<file path="src/phy_ctrl_pkg.sv">
// Constants for the basic mode control register and its datapath.
package phy_ctrl_pkg;
  // Register width and field positions
  localparam int REG_W = 16;
  localparam int BIT_RESET = 15;
  localparam int BIT_LOOPBACK = 14;
  localparam int BIT_RATE = 13;
  localparam int BIT_AN_EN = 12;
  localparam int BIT_LOW_POWER = 11;
  localparam int BIT_ISOLATE = 10;
  localparam int BIT_AN_RESTART = 9;
  localparam int BIT_DUPLEX = 8;
  localparam int BIT_COL_TEST = 7;
  // Reserved field mask, bits 6:0
  localparam logic [15:0] RSVD_MASK = 16'h007f;
  // Field defaults
  localparam logic DEF_LOOPBACK = 1'b0;
  localparam logic DEF_RATE = 1'b1;
  localparam logic DEF_AN_EN = 1'b1;
  localparam logic DEF_LOW_POWER = 1'b0;
  localparam logic DEF_DUPLEX = 1'b0;
  localparam logic DEF_COL_TEST = 1'b0;
  localparam logic [4:0] ISOLATE_ADDR = 5'h00;
  // Timing
  localparam int CLK_PERIOD_NS = 20;
  localparam int SOFT_RESET_NS = 1000;
  localparam int SOFT_RESET_CYCLES = SOFT_RESET_NS / CLK_PERIOD_NS;
  localparam int BIT_TIME_NS = 10;
  localparam int LOOP_MAX_BITS = 512;
  localparam int LOOP_MAX_CYCLES =
    (LOOP_MAX_BITS * BIT_TIME_NS) / CLK_PERIOD_NS;
  localparam int COL_OFF_BITS = 4;
  localparam int COL_OFF_CYCLES =
    (COL_OFF_BITS * BIT_TIME_NS) / CLK_PERIOD_NS;
  localparam int RST_CNT_W = 8;
  localparam logic [RST_CNT_W-1:0] RST_CNT_LAST =
    RST_CNT_W'(SOFT_RESET_CYCLES - 1);
  // Soft reset sequencer states
  typedef enum logic {ST_RUN, ST_SOFT_RESET} sreset_state_t;
endpackage

</file>
<file path="src/phy_basic_control_register.sv">
// Basic mode control register with strap override and MAC loopback path.
module phy_basic_control_register (
  input wire logic clk,
  input wire logic srst,
  // Management access port
  input wire logic mgmt_wr,
  input wire logic mgmt_rd,
  input wire logic [phy_ctrl_pkg::REG_W-1:0] mgmt_wdata,
  output logic [phy_ctrl_pkg::REG_W-1:0] mgmt_rdata,
  output logic mgmt_busy,
  // Straps
  input wire logic strap_mode_select_pin,
  input wire logic rate_strap_pin,
  input wire logic autoneg_strap_pin,
  input wire logic duplex_strap_pin,
  input wire logic [4:0] phy_addr_strap,
  // Negotiation sublayer
  input wire logic an_started,
  input wire logic an_result_100,
  input wire logic an_result_full,
  input wire logic an_complete_evt,
  input wire logic status_rd,
  output logic an_done_flag,
  output logic autoneg_enable,
  output logic autoneg_restart,
  output logic speed_100,
  output logic full_duplex,
  output logic sm_idle_reset,
  output logic low_power,
  output logic line_tx_enable,
  output logic line_rx_enable,
  output logic line_transmit_tristate,
  output logic col_detect_enable,
  // MAC side
  input wire logic tx_en,
  input wire logic [3:0] txd,
  input wire logic tx_er,
  input wire logic line_rx_dv,
  input wire logic [3:0] line_rxd,
  input wire logic line_rx_er,
  input wire logic line_crs,
  input wire logic line_col,
  output logic mac_oe,
  output logic rx_dv,
  output logic [3:0] rxd,
  output logic rx_er,
  output logic crs,
  output logic col
);
  import phy_ctrl_pkg::*;
  // Stored control fields
  logic reset_bit_ff;
  logic loopback_ff;
  logic rate_ff;
  logic an_en_ff;
  logic low_power_ff;
  logic isolate_ff;
  logic an_restart_ff;
  logic duplex_ff;
  logic col_test_ff;
  // Captured straps
  logic hw_mode_ff;
  logic rate_pin_ff;
  logic an_pin_ff;
  logic dpx_pin_ff;
  logic iso_def_ff;
  // Soft reset sequencer
  sreset_state_t state_ff;
  logic [RST_CNT_W-1:0] rst_cnt_ff;
  // Accepted write, refused while soft reset runs
  logic wr_ok;
  // Low power entry through a write
  logic lp_entry;
  // Effective mode after strap override
  logic eff_an;
  logic eff_100;
  logic eff_full;
  // MAC inputs gated off in low power, isolate and soft reset
  logic tx_en_g;
  logic [3:0] txd_g;
  logic tx_er_g;
  logic active;
  assign wr_ok = mgmt_wr && (state_ff == ST_RUN);
  assign lp_entry = wr_ok && mgmt_wdata[BIT_LOW_POWER] && !low_power_ff;
  assign active = !low_power_ff && !isolate_ff && (state_ff == ST_RUN);
  // Strap capture; a soft reset keeps the captured straps
  always_ff @(posedge clk) begin
    if (srst) begin
      hw_mode_ff <= !strap_mode_select_pin;
      rate_pin_ff <= rate_strap_pin;
      an_pin_ff <= autoneg_strap_pin;
      dpx_pin_ff <= duplex_strap_pin;
      iso_def_ff <= (phy_addr_strap == ISOLATE_ADDR);
    end
  end
  // Soft reset sequencer
  always_ff @(posedge clk) begin
    if (srst) begin
      state_ff <= ST_RUN;
      rst_cnt_ff <= '0;
    end else begin
      case (state_ff)
        ST_RUN: begin
          if (wr_ok && mgmt_wdata[BIT_RESET]) begin
            state_ff <= ST_SOFT_RESET;
            rst_cnt_ff <= '0;
          end
        end
        ST_SOFT_RESET: begin
          // Fixed length so the manager sees a bounded busy time
          if (rst_cnt_ff == RST_CNT_LAST) begin
            state_ff <= ST_RUN;
          end else begin
            rst_cnt_ff <= rst_cnt_ff + 1'b1;
          end
        end
        default: begin
          state_ff <= ST_RUN;
        end
      endcase
    end
  end
  // Reset bit and busy flag
  always_ff @(posedge clk) begin
    if (srst) begin
      reset_bit_ff <= 1'b0;
      mgmt_busy <= 1'b0;
      sm_idle_reset <= 1'b0;
    end else begin
      if (wr_ok && mgmt_wdata[BIT_RESET]) begin
        reset_bit_ff <= 1'b1;
        mgmt_busy <= 1'b1;
        sm_idle_reset <= 1'b1;
      end else if (state_ff == ST_SOFT_RESET
                   && rst_cnt_ff == RST_CNT_LAST) begin
        reset_bit_ff <= 1'b0;
        mgmt_busy <= 1'b0;
        sm_idle_reset <= 1'b0;
      end
    end
  end
  // Plain control fields
  always_ff @(posedge clk) begin
    if (srst || state_ff == ST_SOFT_RESET) begin
      loopback_ff <= DEF_LOOPBACK;
      rate_ff <= DEF_RATE;
      an_en_ff <= DEF_AN_EN;
      low_power_ff <= DEF_LOW_POWER;
      duplex_ff <= DEF_DUPLEX;
      col_test_ff <= DEF_COL_TEST;
      isolate_ff <= srst ? (phy_addr_strap == ISOLATE_ADDR) : iso_def_ff;
    end else if (wr_ok && !mgmt_wdata[BIT_RESET]) begin
      loopback_ff <= mgmt_wdata[BIT_LOOPBACK];
      rate_ff <= mgmt_wdata[BIT_RATE];
      an_en_ff <= mgmt_wdata[BIT_AN_EN];
      low_power_ff <= mgmt_wdata[BIT_LOW_POWER];
      isolate_ff <= mgmt_wdata[BIT_ISOLATE];
      duplex_ff <= mgmt_wdata[BIT_DUPLEX];
      col_test_ff <= mgmt_wdata[BIT_COL_TEST];
    end
  end
  // Restart bit, self clearing
  always_ff @(posedge clk) begin
    if (srst || state_ff == ST_SOFT_RESET) begin
      an_restart_ff <= 1'b0;
    end else if (wr_ok && mgmt_wdata[BIT_AN_RESTART] && !hw_mode_ff
                 && mgmt_wdata[BIT_AN_EN]) begin
      an_restart_ff <= 1'b1;
    end else if (an_started || !an_en_ff) begin
      an_restart_ff <= 1'b0;
    end
  end
  // Effective mode selection
  always_comb begin
    // pin chooses negotiation in hardware mode
    eff_an = hw_mode_ff ? an_pin_ff : an_en_ff;
    if (hw_mode_ff) begin
      eff_100 = rate_pin_ff;
      eff_full = dpx_pin_ff;
    end else if (an_en_ff) begin
      eff_100 = an_result_100;
      eff_full = an_result_full;
    end else begin
      eff_100 = rate_ff;
      eff_full = duplex_ff;
    end
  end
  // Mode outputs toward the rest of the device
  always_ff @(posedge clk) begin
    if (srst) begin
      autoneg_enable <= 1'b0;
      autoneg_restart <= 1'b0;
      speed_100 <= 1'b0;
      full_duplex <= 1'b0;
      low_power <= 1'b0;
      line_tx_enable <= 1'b0;
      line_rx_enable <= 1'b0;
      line_transmit_tristate <= 1'b0;
      col_detect_enable <= 1'b0;
      mac_oe <= 1'b0;
    end else begin
      autoneg_enable <= eff_an && !low_power_ff;
      autoneg_restart <= an_restart_ff;
      speed_100 <= eff_100;
      // Duplex choice has no effect in loopback, half is forced
      full_duplex <= eff_full && !loopback_ff;
      low_power <= low_power_ff;
      line_transmit_tristate <= low_power_ff;
      line_tx_enable <= !loopback_ff && !low_power_ff;
      line_rx_enable <= !loopback_ff && !low_power_ff;
      col_detect_enable <= (!loopback_ff || col_test_ff) && !low_power_ff;
      mac_oe <= !isolate_ff;
    end
  end
  assign tx_en_g = tx_en && active;
  assign txd_g = active ? txd : 4'h0;
  assign tx_er_g = tx_er && active;
  // Receive path toward the MAC
  always_ff @(posedge clk) begin
    if (srst || !active) begin
      rx_dv <= 1'b0;
      rxd <= 4'h0;
      rx_er <= 1'b0;
      crs <= 1'b0;
    end else if (loopback_ff) begin
      rx_dv <= tx_en_g;
      rxd <= txd_g;
      rx_er <= tx_er_g;
      crs <= tx_en_g;
    end else begin
      rx_dv <= line_rx_dv;
      rxd <= line_rxd;
      rx_er <= line_rx_er;
      crs <= line_crs;
    end
  end
  // Collision output
  always_ff @(posedge clk) begin
    if (srst || !active) begin
      col <= 1'b0;
    end else if (col_test_ff) begin
      col <= tx_en_g;
    end else begin
      col <= line_col && !loopback_ff;
    end
  end
  // Latching high negotiation done flag
  always_ff @(posedge clk) begin
    if (srst || state_ff == ST_SOFT_RESET || lp_entry) begin
      an_done_flag <= 1'b0;
    end else if (status_rd) begin
      an_done_flag <= an_complete_evt;
    end else if (an_complete_evt) begin
      an_done_flag <= 1'b1;
    end
  end
  // Read data; reads during soft reset still show the reset bit
  always_ff @(posedge clk) begin
    if (srst) begin
      mgmt_rdata <= '0;
    end else if (mgmt_rd) begin
      mgmt_rdata <= '0;
      mgmt_rdata[BIT_RESET] <= reset_bit_ff;
      mgmt_rdata[BIT_LOOPBACK] <= loopback_ff;
      mgmt_rdata[BIT_RATE] <= rate_ff;
      mgmt_rdata[BIT_AN_EN] <= an_en_ff;
      mgmt_rdata[BIT_LOW_POWER] <= low_power_ff;
      mgmt_rdata[BIT_ISOLATE] <= isolate_ff;
      mgmt_rdata[BIT_AN_RESTART] <= an_restart_ff;
      mgmt_rdata[BIT_DUPLEX] <= duplex_ff;
      mgmt_rdata[BIT_COL_TEST] <= col_test_ff;
    end
  end
endmodule

</file>
<file path="config.mk">
export PLATFORM = sky130hd
export DESIGN_NAME = phy_basic_control_register
export DESIGN_NICKNAME = d
export VERILOG_FILES = /design/src/phy_ctrl_pkg.sv /design/src/phy_basic_control_register.sv
export SDC_FILE = /design/constraint.sdc
export NUM_CORES = 1
export LEC_CHECK = 0
export BUFFER_PORTS_ARGS = -buffer_cell sky130_fd_sc_hd__buf_4
export CORE_MARGIN = 5
export CORE_UTILIZATION = 40
export DETAILED_ROUTE_END_ITERATION = 7
export GPL_TIMING_DRIVEN = 0
export PLACE_DENSITY = 0.69
export SETUP_SLACK_MARGIN = 0.05
export SYNTH_ARGS = -nofsm -noshare
export SYNTH_HDL_FRONTEND = slang
export SYNTH_SLANG_ARGS = --single-unit
</file>
<file path="constraint.sdc">
create_clock -name clk -period 1.74 [get_ports clk]
set_input_delay 0.261 -clock clk [delete_from_list [all_inputs] [get_ports clk]]
set_output_delay 0.261 -clock clk [all_outputs]
set_load 0.01 [all_outputs]
</file>
==> impl_metrics.tcl <==
set metrics [dict create \
    worstSkewPairLatency_ns 0.30 \
    nFillCells 465 \
    drive_gt1_frac 0.320 \
    critPathCapture "rst_cnt_ff[7]$_SDFFE_PP0P_" \
    grt_pass1_wl_um 7040 \
    slew_violations 0 \
    crit_chain "ha_1, nor4b_2, a41o_1, nand2b_1, o211ai_1" \
    grt_start_max_net_pins 15 \
    ctsHtreeMaxLevel 2 \
    highest_layer "met4" \
    synth-compound-area-share 0.0831 \
    wl_met3_um 353 \
    crit_arrival_ns 1.76 \
    ys_seq_area_frac 0.515 \
    antenna_left 0 \
    finalCoreUtilization 0.573 \
    largest_reg_flops 9 \
    crit_fanout 5 \
    synth_xor_area_frac 0 \
    netlist_area_mm2 0.00200 \
    skew_ns 0.00499 \
    synthMuxAreaShare 0.121 \
    rr_endpoint "rst_cnt_ff[7]$_SDFFE_PP0P_" \
    cp_slowest_cell "dfxtp_1" \
    whs_ns 0.138 \
    hold_violations 0 \
    vias_per_cell 4.61 \
    grt_pass1_vias 1489 \
    tns_ns 0 \
    clock_power_share 0.331 \
    nNetsFinal 340 \
    gp_congestion 0.761 \
    path_delay_family "compound AO/OA/AOI/OAI gates" \
    die_x_um 80.7 \
    status "finished clean" \
    start_util 0.418 \
    die_y_um 80.7 \
    io_buffers 69 \
    crit_start "rst_cnt_ff[0]$_SDFFE_PP0P_" \
    clock.fmax_mhz 650 \
    grt_util_all_layers 0.139 \
    power_frac_seq 0.525 \
    clockRootBuffer "clkbuf_8" \
    synthSimpleGateAreaFrac 0.186 \
    tightest_slew_ns 0.585 \
    diodes 0 \
    m1WireLength_um 2100 \
    totalWireLength_um 4630 \
    cp.depth 5 \
    endpoint_kind "flop" \
    grt-ovfl-total 0 \
    fin_ws_ns 0.201 \
    ys_warn_count 0 \
    setup_viol 0 \
    rsz0062_at_grt "no" \
    dpl.hpwl_um 3480 \
    syn_inst 208 \
    yosys_register_bits 49 \
    swShare 0.233 \
    clkTransAtPathRegs_ns 0.08 \
    top_register "mgmt_rdata" \
    synth_top_family_by_area "simple AND/OR/NAND/NOR gates" \
    reg2reg_from "rst_cnt_ff[0]$_SDFFE_PP0P_" \
    cp.required_ns 1.96 \
    p_per_area_mw_per_mm2 853 \
    cts.sink_count 49 \
    pin_count 85 \
    coreArea_mm2 0.00479 \
    drv_cap 0 \
    cp-start-kind "flop" \
    drt_iter0_drc 39 \
    slowest_delay_ns 0.40 \
    synth.avg_cell_area_um2 9.62 \
    ys_types 39 \
    area_delta_synth_final_pct 37.1 \
    drt_pass1_iterations 4 \
    hold_path.class "in2reg" \
    r2r_cells 5 \
    cts_buffer_depth 2 \
    antenna_found_initial 0 \
    wl_met2_um 2120 \
    r2r_slack_ns 0.20 \
    p_int_mw 1.80 \
    peakVddDrop_mv 0.601 \
    leakagePower_nw 1.23 \
    relSlewSlack 0.610 \
    cts_buffers 5 \
    power.total_mw 2.34 \
    switching_power_mw 0.545 \
    wire_per_inst_um 12.9 \
    synth_fa_ha_area_frac 0.0125 \
    vias 1651 \
    dp_slack_ns 0.171 \
    std_cell_rows 25 \
    drc 0 \
    hold_buffers 0 \
    p_comb_frac 0.145 \
    reg_top3 "mgmt_rdata x9, rst_cnt_ff x8, rxd x4" \
    cts_tree "built" \
    finalCritPeriodShare 0.885 \
    period_minus_slack_ns 1.54 \
    critPathBufInv 0 \
    worstSetupPathType "reg2reg" \
    die_area_mm2 0.00652 \
]
## cell families after synthesis
group,count (synthesis)
AO/OA/AOI/OAI,26
adder cells (fa/ha/maj),2
buffers and inverters,30
flip-flops,49
multiplexers,24
other,1
AND/OR/NAND/NOR,76
## Yosys cell counts (all sizes together)
cell type,count,area [µm²]
a211oi,1,7.51
a21o,1,7.51
a21oi,9,45.0
a22oi,1,7.51
a311oi,2,17.5
a31oi,1,6.26
a32oi,1,8.76
a41o,1,10.0
and3,2,12.5
and4,1,8.76
buf,18,118
clkbuf,4,15.0
conb,1,3.75
dfxtp,44,881
edfxtp,5,150
ha,2,25.0
inv,8,30.0
mux2,1,11.3
mux2i,23,230
nand2,8,30.0
nand2b,5,31.3
nand3,8,40.0
nand4,1,6.26
nor2,31,116
nor2b,7,43.8
nor3,5,25.0
nor3b,1,7.51
nor4,1,6.26
nor4b,2,17.5
o211ai,2,15.0
o21ai,4,20.0
o22a,1,8.76
o22ai,2,12.5
or2,1,6.26
or2b,1,7.51
or3,2,12.5
## area by class of cell
class | instances | area (µm²) | share of cell area
buffer | 22 | 133 | 0.0483
clock buffer | 8 | 111 | 0.0406
inverter | 8 | 30.0 | 0.0109
multi-input combinational | 135 | 837 | 0.305
sequential | 49 | 1030 | 0.376
tap | 67 | 83.8 | 0.0306
timing repair buffer | 69 | 518 | 0.189
## power by group through the flow
stage	sequential [mW]	combinational (mW)	clock, mW
2_1_floorplan	1.27	0.156	0
3_3_place_gp	1.25	0.337	0
3_5_place_dp	1.26	0.339	0
4_1_cts	1.23	0.340	0.794
5_1_grt	1.24	0.371	0.835
6_report	1.23	0.339	0.774
## per-layer routing
metal | track usage | vias up
li1 | - | 853
met3 | 0.0455 | 5
met5 | 0 | -
met4 | 0.0405 | 0
met1 | 0.180 | 749
met2 | 0.223 | 44
## worst min-delay path by stage
stage                      startpoint               endpoint  slack [ns]  depth (start not counted)
floorplan           autoneg_strap_pin    an_pin_ff$_DFFE_PP_        0.36                          0
global placement     duplex_strap_pin   dpx_pin_ff$_DFFE_PP_        0.44                          1
detailed placement     rate_strap_pin  rate_pin_ff$_DFFE_PP_        0.44                          1
CTS                    rate_strap_pin  rate_pin_ff$_DFFE_PP_        0.12                          1
global route         duplex_strap_pin   dpx_pin_ff$_DFFE_PP_        0.12                          1
finish                 rate_strap_pin  rate_pin_ff$_DFFE_PP_        0.14                          1
## per-stage QoR
step / instances / cell area [µm²]
final: 358 / 2740
after global routing: 358 / 2740
after CTS: 358 / 2740
after detailed placement: 350 / 2630
after global placement: 350 / 2630
after floorplan: 214 / 2020
## placed cells by master, fill, tap and decap left out, drive strengths merged, types with 2 or more instances in the layout
master,count
nand2b,5
nand3,8
a21oi,9
mux2i,23
o21ai,4
and3,2
o211ai,2
ha,2
dfxtp,44
clkbuf,12
or3,2
conb,7
o22ai,2
edfxtp,5
nand2,8
nor2b,7
nor3,5
inv,8
nor4b,2
a311oi,2
buf,87
nor2,31
## repair_timing
item,CTS,global route
buffers inserted,0,0
gates resized for setup,0,1
setup endpoints to repair,0,3
Note: power is estimated with default switching activity, not from simulation.
